==> src/pkg/debug_monitor_pkg.sv <==
// Purpose: Shared constants and types for the bus debug monitor.
// Assumes: Registers are word aligned; byte address is four times the index.
// Notes: Indices above the range control register are placed next to it.
package debug_monitor_pkg;

  // Bus and register geometry
  localparam int ADDR_W = 24;
  localparam int DATA_W = 32;
  localparam int IDX_W = 10;

  // Register indices (byte address = index * 4)
  localparam logic [IDX_W-1:0] IDX_MAIN_CONTROL = 10'h100;
  localparam logic [IDX_W-1:0] IDX_RANGE_CONTROL = 10'h101;
  localparam logic [IDX_W-1:0] IDX_CMP_A_CONTROL = 10'h102;
  localparam logic [IDX_W-1:0] IDX_CMP_B_CONTROL = 10'h103;
  localparam logic [IDX_W-1:0] IDX_CMP_C_CONTROL = 10'h104;
  localparam logic [IDX_W-1:0] IDX_CMP_D_CONTROL = 10'h105;
  localparam logic [IDX_W-1:0] IDX_CMP_A_ADDR = 10'h106;
  localparam logic [IDX_W-1:0] IDX_CMP_B_ADDR = 10'h107;
  localparam logic [IDX_W-1:0] IDX_CMP_C_ADDR = 10'h108;
  localparam logic [IDX_W-1:0] IDX_CMP_D_ADDR = 10'h109;
  localparam logic [IDX_W-1:0] IDX_DATA_A = 10'h10A;
  localparam logic [IDX_W-1:0] IDX_MASK_A = 10'h10B;
  localparam logic [IDX_W-1:0] IDX_INVERT_A = 10'h10C;
  localparam logic [IDX_W-1:0] IDX_SEQ_FIRST = 10'h10D;
  localparam logic [IDX_W-1:0] IDX_SEQ_SECOND = 10'h10E;
  localparam logic [IDX_W-1:0] IDX_STATUS = 10'h10F;
  localparam logic [IDX_W-1:0] IDX_IRQ_MASK = 10'h110;
  localparam logic [IDX_W-1:0] IDX_STATE = 10'h111;

  // Main control fields
  localparam int MAIN_ARM_BIT = 7;
  localparam int MAIN_FORCE_FINAL_STATE_BIT_BIT = 6;
  localparam int MAIN_ROUTE_BIT = 4;
  localparam int MAIN_CPUBRK_BIT = 3;
  localparam int MAIN_EXT_BIT = 1;
  localparam logic [7:0] MAIN_STORE_MASK = 8'h1A;
  localparam logic [7:0] MAIN_CONTROL_RST = 8'h00;

  // Comparator control fields
  localparam int CTRL_EN_BIT = 0;
  localparam int CTRL_OPC_BIT = 1;
  localparam int CTRL_DIRQ_BIT = 2;
  localparam int CTRL_READ_BIT = 3;
  localparam logic [3:0] CTRL_RST = 4'h0;

  // Range modes
  localparam logic [1:0] RANGE_OFF = 2'h0;
  localparam logic [1:0] RANGE_INSIDE = 2'h1;
  localparam logic [1:0] RANGE_OUTSIDE = 2'h2;

  // Status layout: one bit per channel, then trigger and session end
  localparam int STATUS_W = 6;
  localparam int ST_FORCE_FINAL_STATE_BIT_BIT = 4;
  localparam int ST_DONE_BIT = 5;

  // Sequencer targets, two bits per channel
  localparam logic [1:0] TGT_STAY = 2'h0;
  localparam logic [1:0] TGT_FIRST = 2'h1;
  localparam logic [1:0] TGT_SECOND = 2'h2;
  localparam logic [1:0] TGT_FINAL = 2'h3;

  typedef enum logic [3:0] {
    ST_IDLE = 4'h1,
    ST_FIRST = 4'h2,
    ST_SECOND = 4'h4,
    ST_FINAL = 4'h8
  } seq_state_t;

endpackage

==> src/address_comparator.sv <==
// Purpose: Compares the byte span of one bus access against an address limit.
// Assumes: lo_addr <= hi_addr; both on the bus clock.
// Notes: Purely combinational.
`timescale 1ns/100ps
`default_nettype none
module address_comparator #(
  parameter int AW = 24
) (
  // Access span
  input wire logic [AW-1:0] lo_addr,
  input wire logic [AW-1:0] hi_addr,
  // Limit
  input wire logic [AW-1:0] limit,
  // Results
  output logic hit,
  output logic lo_below,
  output logic hi_above,
  output logic all_below,
  output logic all_above
);
  always_comb begin
    lo_below = lo_addr < limit;
    hi_above = hi_addr > limit;
    all_below = hi_addr < limit;
    all_above = lo_addr > limit;
    hit = !all_below && !all_above;
  end
endmodule // address_comparator
`default_nettype wire

==> src/access_qualifier.sv <==
// Purpose: Decides whether a bus access qualifies for one comparator channel.
// Assumes: Bus inputs come from logic on the same clock.
// Notes: Channels without data compare pass an all-zero mask.
`timescale 1ns/100ps
`default_nettype none
module access_qualifier #(
  parameter int DW = 32
) (
  // Channel control
  input wire logic [3:0] ctrl,
  // Bus access
  input wire logic valid,
  input wire logic read,
  input wire logic opcode,
  input wire logic vector,
  input wire logic [DW-1:0] data,
  // Data reference
  input wire logic [DW-1:0] ref_data,
  input wire logic [DW-1:0] bit_mask,
  input wire logic [DW-1:0] invert,
  // Result
  output logic ok
);
  logic kind_ok;
  logic dir_ok;
  logic data_ok;
  always_comb begin
    // Vector fetches never count as opcode fetches
    kind_ok = ctrl[debug_monitor_pkg::CTRL_OPC_BIT] ? (opcode && !vector) : !opcode;
    dir_ok = !ctrl[debug_monitor_pkg::CTRL_DIRQ_BIT] ||
             (ctrl[debug_monitor_pkg::CTRL_READ_BIT] == read);
    // Masked bits compare on equality, or on difference when inverted
    data_ok = ((((data ^ ref_data) ^ invert) & bit_mask) == '0) || opcode;
    ok = valid && ctrl[debug_monitor_pkg::CTRL_EN_BIT] && kind_ok && dir_ok && data_ok;
  end
endmodule // access_qualifier
`default_nettype wire

==> src/debug_monitor.sv <==
// Purpose: Bus debug monitor: comparators, range modes, state sequencer.
// Assumes: CPU bus inputs are on CLK; EXT_EVENT is an asynchronous pin.
// Notes: Registers are reached over classic Wishbone, 32-bit data.
// Operation
// - Arm bit set enters first armed state; clears itself on return to idle.
// - Disarming write leaves lower six control bits unchanged.
// - Software disarm never raises a breakpoint.
// - Writing one to force bit in a write that also sets the arm bit jumps to final state; reads zero.
// - Route bit picks background debug or software trap, gated by debug status.
// - CPU break enable requests breakpoint on entry to final state.
// - External event enable replaces channel 3 with the external event.
// - Range control is readable always, writable only while disarmed.
// - Mask bit enables data compare; invert bit selects inequality match.
// - Range match at byte granularity; opcodes use first byte address only.
// - Range modes qualify with comparator A control and data only.
// - Inside range needs both limits satisfied together.
// - Outside range matches below lower or above upper limit.
// - Vector fetches never give opcode address matches.
// - Current state's control register picks next state; transition sets flag.
`timescale 1ns/100ps
`default_nettype none
module debug_monitor #(
  parameter int AW = debug_monitor_pkg::ADDR_W,
  parameter int DW = debug_monitor_pkg::DATA_W
) (
  // Clock and reset
  input wire logic CLK,
  input wire logic RST_B,
  // Wishbone slave
  input wire logic [debug_monitor_pkg::IDX_W-1:0] WB_ADR,
  input wire logic [31:0] WB_DAT_I,
  input wire logic [3:0] WB_SEL,
  input wire logic WB_WE,
  input wire logic WB_CYC,
  input wire logic WB_STB,
  output logic [31:0] WB_DAT_O,
  output logic WB_ACK,
  // CPU bus monitor
  input wire logic BUS_VALID,
  input wire logic [AW-1:0] BUS_ADDR,
  input wire logic [1:0] BUS_SIZE,
  input wire logic BUS_READ,
  input wire logic BUS_OPCODE,
  input wire logic BUS_VECTOR,
  input wire logic [DW-1:0] BUS_DATA,
  // Debug environment
  input wire logic BDC_ENABLED,
  input wire logic BDM_ACTIVE,
  input wire logic EXT_EVENT,
  // Breakpoints and interrupt
  output logic BKPT_BDM,
  output logic BKPT_TRAP,
  output logic IRQ
);
  // Byte-lane merge used by the address, data, mask and invert registers
  function automatic logic [31:0] merge(input logic [31:0] old_v, input logic [31:0] new_v,
                                         input logic [3:0] sel);
    logic [31:0] r;
    r = old_v;
    for (int i = 0; i < 4; i++) begin
      if (sel[i]) begin
        r[8*i +: 8] = new_v[8*i +: 8];
      end
    end
    return r;
  endfunction

  // Next state for one sequencer control byte, lowest channel first
  function automatic logic [1:0] pick_target(input logic [7:0] seq, input logic [3:0] ev);
    logic [1:0] t;
    t = debug_monitor_pkg::TGT_STAY;
    for (int i = 3; i >= 0; i--) begin
      if (ev[i] && seq[2*i +: 2] != debug_monitor_pkg::TGT_STAY) begin
        t = seq[2*i +: 2];
      end
    end
    return t;
  endfunction

  // Registers
  logic ack_reg, ack_next;
  logic [31:0] rdata_reg, rdata_next;
  logic arm_reg, arm_next;
  logic [7:0] main_reg, main_next;
  logic [1:0] range_reg, range_next;
  logic [3:0] ctrl_reg [4];
  logic [3:0] ctrl_next [4];
  logic [AW-1:0] limit_reg [4];
  logic [AW-1:0] limit_next [4];
  logic [DW-1:0] data_a_reg, data_a_next;
  logic [DW-1:0] mask_a_reg, mask_a_next;
  logic [DW-1:0] inv_a_reg, inv_a_next;
  logic [7:0] seq1_reg, seq1_next;
  logic [7:0] seq2_reg, seq2_next;
  logic [debug_monitor_pkg::STATUS_W-1:0] status_reg, status_next;
  logic [debug_monitor_pkg::STATUS_W-1:0] irq_mask_reg, irq_mask_next;
  debug_monitor_pkg::seq_state_t state_reg, state_next;
  logic bkpt_bdm_reg, bkpt_bdm_next;
  logic bkpt_trap_reg, bkpt_trap_next;
  logic ext_meta_reg, ext_sync_reg, ext_last_reg;

  // Bus access decode
  logic wr_en;
  logic [31:0] wdata;
  logic [AW-1:0] lo_addr, hi_addr;
  logic [3:0] ch_ok, ch_hit, ch_lo_below, ch_hi_above, ch_all_below, ch_all_above;
  logic [3:0] events;
  logic range_mode;
  logic [1:0] target;
  logic force_final_state_bit_write;
  logic [debug_monitor_pkg::STATUS_W-1:0] status_set;

  assign wr_en = WB_CYC && WB_STB && WB_WE && ack_reg;
  assign wdata = WB_DAT_I;
  assign range_mode = range_reg != debug_monitor_pkg::RANGE_OFF;

  // Data accesses span all their bytes; opcodes count at the first byte only
  always_comb begin
    lo_addr = BUS_ADDR;
    hi_addr = BUS_OPCODE ? BUS_ADDR : BUS_ADDR + AW'(BUS_SIZE);
  end

  for (genvar g = 0; g < 4; g++) begin : g_chan
    // Range modes take qualification of both A and B from comparator A
    logic [3:0] qctrl;
    assign qctrl = (range_mode && g < 2) ? ctrl_reg[0] : ctrl_reg[g];
    access_qualifier #(.DW(DW)) u_qual (
      .ctrl(qctrl),
      .valid(BUS_VALID),
      .read(BUS_READ),
      .opcode(BUS_OPCODE),
      .vector(BUS_VECTOR),
      .data(BUS_DATA),
      .ref_data(data_a_reg),
      .bit_mask((g == 0 || (range_mode && g == 1)) ? mask_a_reg : '0),
      .invert(inv_a_reg),
      .ok(ch_ok[g])
    );
    address_comparator #(.AW(AW)) u_cmp (
      .lo_addr(lo_addr),
      .hi_addr(hi_addr),
      .limit(limit_reg[g]),
      .hit(ch_hit[g]),
      .lo_below(ch_lo_below[g]),
      .hi_above(ch_hi_above[g]),
      .all_below(ch_all_below[g]),
      .all_above(ch_all_above[g])
    );
  end

  // Channel events
  always_comb begin
    events = ch_ok & ch_hit;
    if (range_reg == debug_monitor_pkg::RANGE_INSIDE) begin
      // Both limits must hold at once; a lone match is not an event
      events[0] = ch_ok[0] && !ch_all_below[0] && !ch_all_above[1];
      events[1] = 1'b0;
    end else if (range_reg == debug_monitor_pkg::RANGE_OUTSIDE) begin
      // Limits at the address extremes keep vector and register reads quiet
      events[0] = ch_ok[0] && (ch_lo_below[0] || ch_hi_above[1]);
      events[1] = 1'b0;
    end
    if (main_reg[debug_monitor_pkg::MAIN_EXT_BIT]) begin
      events[3] = ext_sync_reg && !ext_last_reg;
    end
  end

  // Register file and bus answer
  always_comb begin
    ack_next = WB_CYC && WB_STB && !ack_reg;
    rdata_next = rdata_reg;
    main_next = main_reg;
    arm_next = arm_reg;
    range_next = range_reg;
    for (int i = 0; i < 4; i++) begin
      ctrl_next[i] = ctrl_reg[i];
      limit_next[i] = limit_reg[i];
    end
    data_a_next = data_a_reg;
    mask_a_next = mask_a_reg;
    inv_a_next = inv_a_reg;
    seq1_next = seq1_reg;
    seq2_next = seq2_reg;
    irq_mask_next = irq_mask_reg;
    force_final_state_bit_write = 1'b0;
    if (WB_CYC && WB_STB && !ack_reg) begin
      case (WB_ADR)
        debug_monitor_pkg::IDX_MAIN_CONTROL:
          rdata_next = {24'h000000, arm_reg, 1'b0, 1'b0, main_reg[4:0]};
        debug_monitor_pkg::IDX_RANGE_CONTROL: rdata_next = {30'h00000000, range_reg};
        debug_monitor_pkg::IDX_CMP_A_CONTROL: rdata_next = {28'h0000000, ctrl_reg[0]};
        debug_monitor_pkg::IDX_CMP_B_CONTROL: rdata_next = {28'h0000000, ctrl_reg[1]};
        debug_monitor_pkg::IDX_CMP_C_CONTROL: rdata_next = {28'h0000000, ctrl_reg[2]};
        debug_monitor_pkg::IDX_CMP_D_CONTROL: rdata_next = {28'h0000000, ctrl_reg[3]};
        debug_monitor_pkg::IDX_CMP_A_ADDR: rdata_next = 32'(limit_reg[0]);
        debug_monitor_pkg::IDX_CMP_B_ADDR: rdata_next = 32'(limit_reg[1]);
        debug_monitor_pkg::IDX_CMP_C_ADDR: rdata_next = 32'(limit_reg[2]);
        debug_monitor_pkg::IDX_CMP_D_ADDR: rdata_next = 32'(limit_reg[3]);
        debug_monitor_pkg::IDX_DATA_A: rdata_next = 32'(data_a_reg);
        debug_monitor_pkg::IDX_MASK_A: rdata_next = 32'(mask_a_reg);
        debug_monitor_pkg::IDX_INVERT_A: rdata_next = 32'(inv_a_reg);
        debug_monitor_pkg::IDX_SEQ_FIRST: rdata_next = {24'h000000, seq1_reg};
        debug_monitor_pkg::IDX_SEQ_SECOND: rdata_next = {24'h000000, seq2_reg};
        debug_monitor_pkg::IDX_STATUS: rdata_next = {26'h0000000, status_reg};
        debug_monitor_pkg::IDX_IRQ_MASK: rdata_next = {26'h0000000, irq_mask_reg};
        debug_monitor_pkg::IDX_STATE: rdata_next = {28'h0000000, state_reg};
        default: rdata_next = 32'h00000000;
      endcase
    end
    if (wr_en && WB_SEL[0]) begin
      case (WB_ADR)
        debug_monitor_pkg::IDX_MAIN_CONTROL: begin
          arm_next = wdata[debug_monitor_pkg::MAIN_ARM_BIT];
          // Lower bits are locked while armed, even by the disarming write
          if (!arm_reg) begin
            main_next = wdata[7:0] & debug_monitor_pkg::MAIN_STORE_MASK;
          end
          force_final_state_bit_write = wdata[debug_monitor_pkg::MAIN_FORCE_FINAL_STATE_BIT_BIT] &&
                       (arm_reg || wdata[debug_monitor_pkg::MAIN_ARM_BIT]);
        end
        debug_monitor_pkg::IDX_RANGE_CONTROL: begin
          if (!arm_reg) begin
            range_next = wdata[1:0];
          end
        end
        debug_monitor_pkg::IDX_CMP_A_CONTROL: ctrl_next[0] = wdata[3:0];
        debug_monitor_pkg::IDX_CMP_B_CONTROL: ctrl_next[1] = wdata[3:0];
        debug_monitor_pkg::IDX_CMP_C_CONTROL: ctrl_next[2] = wdata[3:0];
        debug_monitor_pkg::IDX_CMP_D_CONTROL: ctrl_next[3] = wdata[3:0];
        debug_monitor_pkg::IDX_SEQ_FIRST: seq1_next = wdata[7:0];
        debug_monitor_pkg::IDX_SEQ_SECOND: seq2_next = wdata[7:0];
        debug_monitor_pkg::IDX_IRQ_MASK: irq_mask_next = wdata[debug_monitor_pkg::STATUS_W-1:0];
        default: ;
      endcase
    end
    if (wr_en) begin
      case (WB_ADR)
        debug_monitor_pkg::IDX_CMP_A_ADDR: limit_next[0] = AW'(merge(32'(limit_reg[0]), wdata, WB_SEL));
        debug_monitor_pkg::IDX_CMP_B_ADDR: limit_next[1] = AW'(merge(32'(limit_reg[1]), wdata, WB_SEL));
        debug_monitor_pkg::IDX_CMP_C_ADDR: limit_next[2] = AW'(merge(32'(limit_reg[2]), wdata, WB_SEL));
        debug_monitor_pkg::IDX_CMP_D_ADDR: limit_next[3] = AW'(merge(32'(limit_reg[3]), wdata, WB_SEL));
        debug_monitor_pkg::IDX_DATA_A: data_a_next = DW'(merge(32'(data_a_reg), wdata, WB_SEL));
        debug_monitor_pkg::IDX_MASK_A: mask_a_next = DW'(merge(32'(mask_a_reg), wdata, WB_SEL));
        debug_monitor_pkg::IDX_INVERT_A: inv_a_next = DW'(merge(32'(inv_a_reg), wdata, WB_SEL));
        default: ;
      endcase
    end
    // Session end clears the arm bit on the return to idle
    if (state_reg == debug_monitor_pkg::ST_FINAL) begin
      arm_next = 1'b0;
    end
  end

  // State sequencer and breakpoints
  always_comb begin
    state_next = state_reg;
    status_set = '0;
    bkpt_bdm_next = 1'b0;
    bkpt_trap_next = 1'b0;
    target = debug_monitor_pkg::TGT_STAY;
    case (state_reg)
      debug_monitor_pkg::ST_IDLE: begin
        if (arm_next) begin
          state_next = debug_monitor_pkg::ST_FIRST;
        end
      end
      debug_monitor_pkg::ST_FIRST: target = pick_target(seq1_reg, events);
      debug_monitor_pkg::ST_SECOND: target = pick_target(seq2_reg, events);
      debug_monitor_pkg::ST_FINAL: begin
        state_next = debug_monitor_pkg::ST_IDLE;
        status_set[debug_monitor_pkg::ST_DONE_BIT] = 1'b1;
        if (main_reg[debug_monitor_pkg::MAIN_CPUBRK_BIT]) begin
          if (main_reg[debug_monitor_pkg::MAIN_ROUTE_BIT]) begin
            bkpt_bdm_next = BDC_ENABLED;
          end else begin
            bkpt_trap_next = !BDM_ACTIVE;
          end
        end
      end
      default: state_next = debug_monitor_pkg::ST_IDLE;
    endcase
    if (target != debug_monitor_pkg::TGT_STAY) begin
      // The flag of the winning channel records the transition
      for (int i = 3; i >= 0; i--) begin
        if (events[i] && pick_target(state_reg == debug_monitor_pkg::ST_FIRST ? seq1_reg : seq2_reg,
                                     4'(1 << i)) == target) begin
          status_set = '0;
          status_set[i] = 1'b1;
        end
      end
      case (target)
        debug_monitor_pkg::TGT_FIRST: state_next = debug_monitor_pkg::ST_FIRST;
        debug_monitor_pkg::TGT_SECOND: state_next = debug_monitor_pkg::ST_SECOND;
        default: state_next = debug_monitor_pkg::ST_FINAL;
      endcase
    end
    if (force_final_state_bit_write) begin
      state_next = debug_monitor_pkg::ST_FINAL;
      status_set[debug_monitor_pkg::ST_FORCE_FINAL_STATE_BIT_BIT] = 1'b1;
    end
    // A software disarm drops the session without any breakpoint
    if (arm_reg && !arm_next && state_reg != debug_monitor_pkg::ST_FINAL) begin
      state_next = debug_monitor_pkg::ST_IDLE;
      status_set = '0;
    end
  end

  // Sticky status: a new event wins over a write-one clear
  always_comb begin
    status_next = status_reg;
    if (wr_en && WB_SEL[0] && WB_ADR == debug_monitor_pkg::IDX_STATUS) begin
      status_next = status_reg & ~wdata[debug_monitor_pkg::STATUS_W-1:0];
    end
    status_next = status_next | status_set;
  end

  always_ff @(posedge CLK) begin
    if (!RST_B) begin
      ack_reg <= 1'b0;
      rdata_reg <= 32'h00000000;
      arm_reg <= 1'b0;
      main_reg <= debug_monitor_pkg::MAIN_CONTROL_RST;
      range_reg <= debug_monitor_pkg::RANGE_OFF;
      for (int i = 0; i < 4; i++) begin
        ctrl_reg[i] <= debug_monitor_pkg::CTRL_RST;
        limit_reg[i] <= '0;
      end
      data_a_reg <= '0;
      mask_a_reg <= '0;
      inv_a_reg <= '0;
      seq1_reg <= 8'h00;
      seq2_reg <= 8'h00;
      status_reg <= '0;
      irq_mask_reg <= '0;
      state_reg <= debug_monitor_pkg::ST_IDLE;
      bkpt_bdm_reg <= 1'b0;
      bkpt_trap_reg <= 1'b0;
      ext_meta_reg <= 1'b0;
      ext_sync_reg <= 1'b0;
      ext_last_reg <= 1'b0;
    end else begin
      ack_reg <= ack_next;
      rdata_reg <= rdata_next;
      arm_reg <= arm_next;
      main_reg <= main_next;
      range_reg <= range_next;
      for (int i = 0; i < 4; i++) begin
        ctrl_reg[i] <= ctrl_next[i];
        limit_reg[i] <= limit_next[i];
      end
      data_a_reg <= data_a_next;
      mask_a_reg <= mask_a_next;
      inv_a_reg <= inv_a_next;
      seq1_reg <= seq1_next;
      seq2_reg <= seq2_next;
      status_reg <= status_next;
      irq_mask_reg <= irq_mask_next;
      state_reg <= state_next;
      bkpt_bdm_reg <= bkpt_bdm_next;
      bkpt_trap_reg <= bkpt_trap_next;
      ext_meta_reg <= EXT_EVENT;
      ext_sync_reg <= ext_meta_reg;
      ext_last_reg <= ext_sync_reg;
    end
  end

  assign WB_ACK = ack_reg;
  assign WB_DAT_O = rdata_reg;
  assign BKPT_BDM = bkpt_bdm_reg;
  assign BKPT_TRAP = bkpt_trap_reg;
  assign IRQ = |(status_reg & irq_mask_reg);

endmodule // debug_monitor
`default_nettype wire

==> config.mk <==
export PLATFORM = sky130hd
export DESIGN_NAME = debug_monitor
export DESIGN_NICKNAME = d
export VERILOG_FILES = /design/src/pkg/debug_monitor_pkg.sv /design/src/address_comparator.sv /design/src/access_qualifier.sv /design/src/debug_monitor.sv
export SDC_FILE = /design/constraint.sdc
export NUM_CORES = 1
export LEC_CHECK = 0
export BUFFER_PORTS_ARGS = -buffer_cell sky130_fd_sc_hd__buf_2
export CORE_AREA = 2 2 244 198
export DETAILED_ROUTE_END_ITERATION = 7
export DIE_AREA = 0 0 246 200
export GPL_TIMING_DRIVEN = 0
export MAX_ROUTING_LAYER = met4
export PLACE_DENSITY_LB_ADDON = 0.05
export SKIP_LAST_GASP = 1
export SYNTH_ARGS = -nofsm -noshare
export SYNTH_HDL_FRONTEND = slang
export SYNTH_SLANG_ARGS = --single-unit
export TNS_END_PERCENT = 5
==> constraint.sdc <==
create_clock -name CLK -period 4.15 [get_ports CLK]
set_input_delay 0 -clock CLK [delete_from_list [all_inputs] [get_ports CLK]]
set_output_delay 0 -clock CLK [all_outputs]
set_load 0.03 [all_outputs]
**Word-level counts from Yosys, hierarchy flattened**

Memories as Yosys holds them, arrays and structs flattened.
Index checks and enable logic that the tools add are counted.

- Memories kept: 2
- Word-level logic and storage cells: 292
- Memory bits (writable): 112
- Bits of input ports: 116
- Output and inout port bits: 36
- Bits in registers: 172

Memory list:

| memory | depth | width | read ports | clocked after Yosys merged registers in | wr ports | RTL line | text |
|---|---|---|---|---|---|---|---|
| limit_reg | 4 | 24 | 4 | 0 | 4 | debug_monitor.sv:88 | `logic [AW-1:0] limit_reg [4];` |
| ctrl_reg | 4 | 4 | 4 | 0 | 4 | debug_monitor.sv:86 | `logic [3:0] ctrl_reg [4];` |

- Bitwise gates (word level): 21
- Multiplexer cells: 80
- Equality and inequality tests: 39
- $add $sub $neg: 1
- Order comparisons: 10
- Reductions and logical operators: 111

Operators by type and width:

| kind | number |
|---|---|
| $pmux 32 s18 | 1 |
| $mux 24 | 9 |
| $eq 10x9->1 const B | 18 |
| $gt 24x24->1 | 5 |
| $lt 24x24->1 | 5 |
| $mux 8 | 13 |
| $mux 96 | 1 |
| $and 32x32->32 | 2 |
| $logic_not 32->1 | 2 |
| $xor 32x32->32 | 2 |
| $mux 4 | 12 |
| $logic_and 1x1->1 | 44 |
| $mux 6 | 7 |
| $reduce_and 3->1 | 14 |
| $mux 2 | 18 |
| $mux 32 | 1 |
| $reduce_bool 2->1 | 14 |
| $add 24x2->24 | 1 |
| $logic_not 1->1 | 18 |
| $mux 16 | 1 |
| $pmux 4 s2 | 2 |
| $mux 1 | 14 |
| $and 6x6->6 | 2 |
| $reduce_and 2->1 | 5 |
| other kinds (24) | 51 |

**Depth between registers and ports, before layout**

Gate-level depths: netlist of run 1.

- Word-level depth: 26
- Depth in mapped cells: 21
- Gate-level depth less buffers: 20

**Modules after synthesis**

Synthesis of run 1 repeated with hierarchy kept, for this count alone.

- Cells, all modules: 2341
- Area total of the unflattened synthesis: 20832.5 um^2

Modules (own cells, without submodules):

| module | cells each | area each (um^2) | times used | sequential area each (um^2) |
|---|---|---|---|---|
| debug_monitor | 1453 | 12654.6 | 1 | 5685.5 |
| address_comparator | 152 | 1151.1 | 4 | 0.0 |
| access_qualifier | 70 | 893.4 | 4 | 0.0 |

**Least setup slack after synthesis of run 1**

Ideal clock, no wire load.

- Path kind: input -> register
- Start point: input port BUS_ADDR[1]
- End point: register status_reg[3] in the netlist's numbering
- Required time: 4054 ps
- Stages on the path: 21
- Path slack: -355 ps
- Arrival: 4410 ps
- Library setup time: 96 ps
- Path buffers: 1
- Cells stage by stage: ha_1 -> a21oi_1 -> nor3_1 -> nor2b_1 -> and4_1 -> clkbuf_1 -> nand4_1 -> xnor2_1 -> ha_1 -> nand4_1 -> nor4_1 -> nand2_1 -> o211a_1 -> a2111oi_2 -> o211a_1 -> o2bb2ai_1 -> a311o_1 -> nand2_2 -> xor2_1 -> a31o_2 -> o41ai_2

- Longest elaborated chain between the ends: 22
- Elaborated cells between the ends (all ways): 65
- Classes of those cells: add/sub: 1; order compare: 10; eq/ne: 4; mux: 19; bitwise: 2; reduce/logical: 29

Ends and longest elaborated chain:

| item | RTL line | text |
|---|---|---|
| start, declared | debug_monitor.sv:40 | `input wire logic [AW-1:0] BUS_ADDR,` |
| $add 24x2->24 | debug_monitor.sv:120 | `hi_addr = BUS_OPCODE ? BUS_ADDR : BUS_ADDR + AW'(BUS_SIZE);` |
| $mux 24 | debug_monitor.sv:120 |  |
| $lt 24x24->1 | address_comparator.sv:24 | `all_below = hi_addr < limit;` |
| $logic_not 1->1 | address_comparator.sv:26 | `hit = !all_below && !all_above;` |
| $logic_and 1x1->1 | address_comparator.sv:26 |  |
| $and 4x4->4 | debug_monitor.sv:153 | `events = ch_ok & ch_hit;` |
| $mux 1 | debug_monitor.sv:163 | `if (main_reg[debug_monitor_pkg::MAIN_EXT_BIT]) begin` |
| $logic_and 1x1->1 | debug_monitor.sv:73 | `if (ev[i] && seq[2*i +: 2] != debug_monitor_pkg::TGT_STAY) begin` |
| $mux 2 (4 in series) | debug_monitor.sv:73 |  |
| $pmux 2 s2 | debug_monitor.sv:261 | `case (state_reg)` |
| $eq 2x2->1 | debug_monitor.sv:286 | `4'(1 << i)) == target) begin` |
| $logic_and 1x1->1 | debug_monitor.sv:285 | `if (events[i] && pick_target(state_reg == debug_monitor_pkg::ST_FIRST ? seq1_reg : seq2_reg,` |
| $mux 6 (4 in series) | debug_monitor.sv:285 |  |
| $mux 6 (*) | debug_monitor.sv:282 | `if (target != debug_monitor_pkg::TGT_STAY) begin` |
| $mux 6 (*) | debug_monitor.sv:302 | `if (arm_reg && !arm_next && state_reg != debug_monitor_pkg::ST_FINAL) begin` |
| $or 6x6->6 (*) | debug_monitor.sv:314 | `status_next = status_next \| status_set;` |
| end signal, assigned | debug_monitor.sv:356 | `status_reg <= status_next;` |
| end, declared | debug_monitor.sv:95 | `logic [debug_monitor_pkg::STATUS_W-1:0] status_reg, status_next;` |

Every way passes the cells marked *; elsewhere a longest branch is shown, timed or not.
A chain may end at the register's enable or synchronous reset.

**Worst setup path after layout of run 1**

- Start point: input port BUS_OPCODE
- End point: register status_reg[1] in the netlist's numbering

- Longest elaborated chain between the ends: 20
- Elaborated cells between the ends (all ways): 70
- Classes of those cells: order compare: 5; eq/ne: 3; mux: 22; bitwise: 2; reduce/logical: 38

Ends and longest elaborated chain:

| item | RTL line | text |
|---|---|---|
| start, declared | debug_monitor.sv:43 | `input wire logic BUS_OPCODE,` |
| $mux 24 (tied with other cells) | debug_monitor.sv:120 |  |
| $lt 24x24->1 or $mux 1 (tied branches) | address_comparator.sv:24, access_qualifier.sv:29 |  |
| $logic_not 1->1 or $logic_and 1x1->1 (tied branches) | address_comparator.sv:26, access_qualifier.sv:34 |  |
| $logic_and 1x1->1, on equally long branches | address_comparator.sv:26, access_qualifier.sv:34 |  |
| $and 4x4->4 or $logic_and 1x1->1 (tied branches) | debug_monitor.sv:153, access_qualifier.sv:34 |  |
| $mux 1 or $and 4x4->4 (tied branches) | debug_monitor.sv:163, debug_monitor.sv:153 |  |
| $logic_and 1x1->1 or $mux 2 (tied branches) | debug_monitor.sv:73, debug_monitor.sv:158 |  |
| $mux 2, on equally long branches | debug_monitor.sv:73, debug_monitor.sv:154 |  |
| $mux 2 or $logic_and 1x1->1 (tied branches) | debug_monitor.sv:73 |  |
| $mux 2 (2 in series) | debug_monitor.sv:73 |  |
| $pmux 2 s2 | debug_monitor.sv:261 |  |
| $eq 2x2->1 | debug_monitor.sv:286 |  |
| $logic_and 1x1->1 | debug_monitor.sv:285 |  |
| $mux 6 (3 in series) | debug_monitor.sv:285 |  |
| $mux 6 (*) | debug_monitor.sv:282 |  |
| $mux 6 (*) | debug_monitor.sv:302 |  |
| $or 6x6->6 (*) | debug_monitor.sv:314 |  |

Marked as above.

==> results of run 1 <==
-- cells in the final DEF, fill, tap and decap left out, drive strengths merged, types with 7 or more instances in the layout --
master         n
a211oi        13
dfxtp        284
a21oi        170
o22ai          8
nand2        201
nand3         51
dlygate4sd3   41
o21ai         60
nand4         49
xor3          32
a22oi         49
nor2b         11
a31oi         10
clkbuf       129
nor4          14
inv          106
ha           191
buf          191
nand2b         7
a221oi        32
and3           9
a21boi         8
a21o          12
and2           7
xor2          11
nor3          31
xnor2         22
nor2         290
a222oi        16
mux2i        214
o211ai         9
a22o           9
-- worst max path at each step --
| stage | startpoint | end | cells past startpoint |
|---|---|---|---|
| after floorplan | BUS_ADDR[1] | status_reg[3] | 20 |
| after global placement | BUS_OPCODE | status_reg[2] | 20 |
| after detailed placement | BUS_OPCODE | status_reg[2] | 20 |
| after CTS | BUS_ADDR[1] | status_reg[3] | 24 |
| after global routing | BUS_OPCODE | status_reg[2] | 20 |
| final | BUS_OPCODE | status_reg[1] | 23 |
-- layer usage --
metal	global-route usage, %	vias to the layer above	part of all wire [%]
li1	-	8120	-
met1	46.5	8512	48
met2	46.5	698	41
met3	8.72	110	9.0
met4	8.46	0	2.6
met5	-	-	0
-- final cells by class --
| cell class | instances | area (um^2) |
|---|---|---|
| fill | 4636 | 24800 |
| multi-input combinational | 1612 | 12000 |
| sequential | 284 | 5690 |
| timing repair buffer | 227 | 1510 |
| clock buffer | 50 | 991 |
| tap | 620 | 776 |
| inverter | 105 | 398 |
| buffer | 84 | 329 |
| clock inverter | 10 | 148 |
| antenna | 1 | 2.50 |
-- power breakdown --
part	switching, mW	total (mW)	internal [mW]
logic	0.453	0.713	0.259
registers	0.000750	2.73	2.73
clock network	1.25	3.10	1.85
total	1.70	6.54	4.84
-- cell families after synthesis --
| logic type | after synthesis | synth area share [%] |
|---|---|---|
| AND/OR/NAND/NOR | 696 | 17.1 |
| AO/OA/AOI/OAI | 443 | 16.3 |
| flip-flops | 284 | 31.5 |
| multiplexers | 216 | 12.0 |
| adder cells (fa/ha/maj) | 192 | 13.3 |
| buffers and inverters | 189 | 3.95 |
| XOR/XNOR | 65 | 5.81 |
-- critical path: cells and delay by family --
kind                       cells  cell delay (ns)
buffers and inverters          5             0.99
xor gates and xnor gates       1             0.20
adders and majority gates      1             0.28
and+or+nand+nor                8             1.79
AOI/OAI and AO/OA              8             1.53
-- timing repair --
action | CTS | global route
setup endpoints to repair | 7 | 13
buffers inserted | 37 | 1
endpoints found under the hold margin | 168 | 0
hold buffers | 41 | 0
gates cloned | 0 | 0
pin swaps | 44 | 10
resized for setup | 67 | 3
==> flow_summary.ini, run 1 <==
[synthesis]
synth.top_cell.area_share_pct = 31.5
synth-edff-count = 0
netlist_top_cells_area = dfxtp_1 (31%), ha_1 (13%), mux2i_1 (12%)
synth_area_leader_cell = dfxtp_1
ys_warn_count = 0
ys_async_sr_fraction_pct = 0
synth_most_common_cell = nor2_1
ys_ff_latch = 284
synth_commonest_cells = nor2_1 (290), dfxtp_1 (284), mux2i_1 (214)
syn-num-nets = 2393
ys_types = 77
syn_inst = 2085
synth_flop_cell = dfxtp_1
synth_seq_area_share_pct = 31.5
avgSynthCellArea_um2 = 8.66
syn-cell-area_um2 = 18100

[timing]
finClkSkew_ns = 0.0221
rsz0062_at_grt = true
tightest_slew_ns = 1.27
slew_headroom_pct = 14.8
finalCriticalPeriod_ns = 4.31
worst_slack_ns = -0.161
hold_viol_final = 0
fmaxAchievable_ghz = 0.232
finalCritPeriodShare_pct = 104
slew_viol_final = 0
whs_ns = 0.115
setup_violations = 4
setup_tns_ns = -0.471

[cts]
root_buffer = clkbuf_16
cts_made_buffers = 34
cts.clk_slew.worst_paths_ns = 0.06
clock-sinks = 284
htreeDepth = 2
clock_path_buffers = 3
clock_latency_ns = 0.55
cts_tree = done

[routing]
drc = 0
drt-initial-drc-count = 1501
antenna_left = 0
wl_per_cell_um = 26.5
wirelength_mm = 79.4
vias_per_cell = 5.83
via_count = 17440
drt-pass1-iter-count = 6

[finish]
instances_no_fill = 2993
largest_reg_flops = 96
final_cell_area_um2 = 21900
area_growth_pct = 21.2
fin_util_pct = 46.9
final_nets = 2656
drive_gt1_share_pct = 13.3

[worst_hold_path]
whs_path_depth = 6
hold_start = WB_ADR[4]
hold_path.class = in -> reg
hold_end = WB_DAT_O[1]

[critical_path]
start_kind = input pin
required_ns = 4.65
path_max_fanout = 8
r2r_start = limit_reg[1][3]
reg2regPathDepth = 14
criticalPathCategory = in -> reg
crit_arrival_ns = 4.81
reg2reg_slack_ns = -0.10
cp_cell_sequence = buf_2 > clkinvlp_4 > nand2_4 > nor3_4 > and4_4 > nand4_1 > xnor2_2 > buf_4 > ha_1 > nand4_1 > nor2_1 > nand2_1 > a31oi_2 > o41ai_4 > a211oi_4 > buf_12 > a22oi_1 > a221o_1 > buf_4 > a32oi_1 > o21ai_1 > and4bb_1 > o21a_1
cpPeakStageDelay_ns = 0.43
r2r_end = status_reg[2]
end_kind = flip-flop
cp_slowest_cell = a221o_1

[pwr]
power.density_nw_per_um2 = 299
ir_drop_mv = 0.259
finalPower_mw = 6.54
p_leak_nw = 8.00

[floorplan]
die_w_um = 246
core_um2 = 46600
dieArea_um2 = 49200
die_height_um = 200
start_util_pct = 38.7
ios = 152
fp-row-count = 71

[global_routing]
grt_usage_pct = 33.0
grt_pass1_vias = 16821
grt_max_degree = 13
antenna_found_initial = 1
grt_overflow = 0
grt_pass1_wl_mm = 114

[placed_design]
dp.cells = 2852
placed_cell_area_um2 = 19700
pre_cts_slack_ns = -1.79
portBuffers = 146
dp_hpwl_mm = 62.8
gp_congestion = 0.961

[status]
outcome = finished with violations
violations = negative setup slack

[job]
cap_violations = 0
(Power assumes the default switching activity.)
==> inputs of run 2 (changes only) <==
- clock period: 4.15 -> 3.8 ns (I/O delays scaled with it)
==> run 2 against run 1 <==
Against the previous run:
- the run still ends with negative setup slack left
- routed wire length about the same
- via count up 0.49%
- sequential power is 9.2% higher
- combinational power up 9.7%
- core utilization is 0.45 points higher
- design area grew 0.97%
- clock power grew 27%
- critical endpoint is now status_reg[3]
- largest power group unchanged
- highest routed layer unchanged
==> flow_summary.ini, run 2 (same netlist as run 1, synthesis figures left out) <==
[pwr]
combinationalPowerShare_pct = 10.2
switchingPower_mw = 1.89
p_int_mw = 5.80
finalPower_mw = 7.69
ir_drop_mv = 0.338
pwr-share-seq_pct = 38.7
power.density_nw_per_um2 = 348
p_leak_nw = 8.06
swShare_pct = 24.6
clkPwrFrac_pct = 51.1

[critical_path]
cpPeakStageDelay_ns = 0.62
path_max_fanout = 4
cp_slowest_cell = a2111oi_1
end_kind = flip-flop
start_kind = flip-flop
cp_cell_sequence = inv_1 > ha_1 > nand4_1 > nor4_4 > a211oi_2 > a2111oi_1 > a211oi_4 > buf_12 > buf_4 > and3b_1 > a311o_1 > a32oi_1 > o21ai_1 > a31o_2 > o41ai_2
required_ns = 4.25
criticalPathCategory = reg -> reg
crit_arrival_ns = 4.82

[floorplan]
fp-row-count = 71
dieArea_um2 = 49200
die_w_um = 246
start_util_pct = 38.7
core_um2 = 46600
ios = 152
die_height_um = 200

[placed_design]
dp_hpwl_mm = 62.4
pre_cts_slack_ns = -2.20
dp.cells = 2852
gp_congestion = 0.978
portBuffers = 146
placed_cell_area_um2 = 19700

[finish]
fin_util_pct = 47.4
largest_reg_flops = 96
layout_commonest_cell = nor2_1
final_nets = 2647
final_cell_mix = nor2_1 (289), dfxtp_1 (284), mux2i_1 (214)
final_cell_area_um2 = 22100
drive_gt1_share_pct = 13.4
instances_no_fill = 2985
area_growth_pct = 22.4

[cts]
htreeDepth = 2
clock_path_buffers = 3
cts_tree = done
clock_latency_ns = 0.55
cts.clk_slew.worst_paths_ns = 0.06
clock-sinks = 284
root_buffer = clkbuf_16
cts_made_buffers = 35

[global_routing]
antenna_found_initial = 0
grt_overflow = 0
grt_pass1_wl_mm = 113
grt_max_degree = 14
grt_usage_pct = 32.7
grt_pass1_vias = 16336

[timing]
fmaxAchievable_ghz = 0.229
rsz0062_at_grt = true
slew_headroom_pct = 7.38
finalCritPeriodShare_pct = 115
setup_violations = 7
finClkSkew_ns = 0.0138
hold_viol_final = 0
tightest_slew_ns = 1.38
whs_ns = 0.00694
setup_tns_ns = -2.68
slew_viol_final = 0
finalCriticalPeriod_ns = 4.37
worst_slack_ns = -0.571

[routing]
drt-pass1-iter-count = 6
wl_per_cell_um = 26.6
drc = 0
drt-initial-drc-count = 1646
vias_per_cell = 5.87
antenna_left = 0
wirelength_mm = 79.4
via_count = 17525

[worst_hold_path]
hold_path.class = in -> reg

[status]
violations = negative setup slack
outcome = finished with violations

[job]
cap_violations = 0
## run 2: cell types whose count changed in the layout (fill, tap and decap cells not counted), moves of 4 or more
cell / change
buf_4: -8
bufinv_16: +7
clkbuf_1: -8
clkbuf_8: -4
clkinv_2: +5
## run 2: power by group through the flow
stage               registers, mW  logic (mW)  clock network (mW)
global placement             3.05       0.685                   0
finish                       2.98       0.782                3.93
detailed placement           3.05       0.695                   0
CTS                          2.98       0.749                3.96
global route                 2.98       0.847                4.08
floorplan                    3.05       0.363                   0
## run 2: worst paths after layout
check,startpoint,endpoint,slack [ns],cells after the start
setup / recovery,limit_reg[1][21],status_reg[3],-0.57,15
hold / removal,WB_ADR[7],WB_DAT_O[0],0.007,6
setup reg to reg,limit_reg[1][21],status_reg[3],-0.57,15
hold reg to reg,ext_meta_reg,ext_sync_reg,0.43,1
## run 2: worst max-delay path: cells and delay by family, from the launching register on
family                     cells  cell delay, ns
AOI/OAI and AO/OA              8            2.07
adders and majority gates      1            0.32
buffers and inverters          3            0.45
DFF                            1            0.44
and+or+nand+nor                3            0.99
## run 2: per-layer routing
layer	GRT usage [%]	vias to the layer above	part of all wire, %
li1	-	8107	-
met1	49.2	8600	50
met2	45.9	731	41
met3	3.49	87	7.0
met4	8.55	0	2.2
met5	-	-	0
## run 2: what timing repair did
action / 4_1_cts / 5_1_grt
hold buffers: 39 / 0
setup buffers: 14 / 17
endpoints found under the setup margin: 7 / 7
gates resized for setup: 28 / 36
hold endpoints to repair: 168 / 0
pin swaps: 17 / 29
## run 2: final cells by class
type                       count  area [um^2]
fill                        4558        24500
multi-input combinational   1612        12100
sequential                   284         5690
timing repair buffer         217         1420
clock buffer                  42          995
tap                          620          776
inverter                     105          398
clock inverter                20          355
buffer                        84          330
antenna                        1         2.50
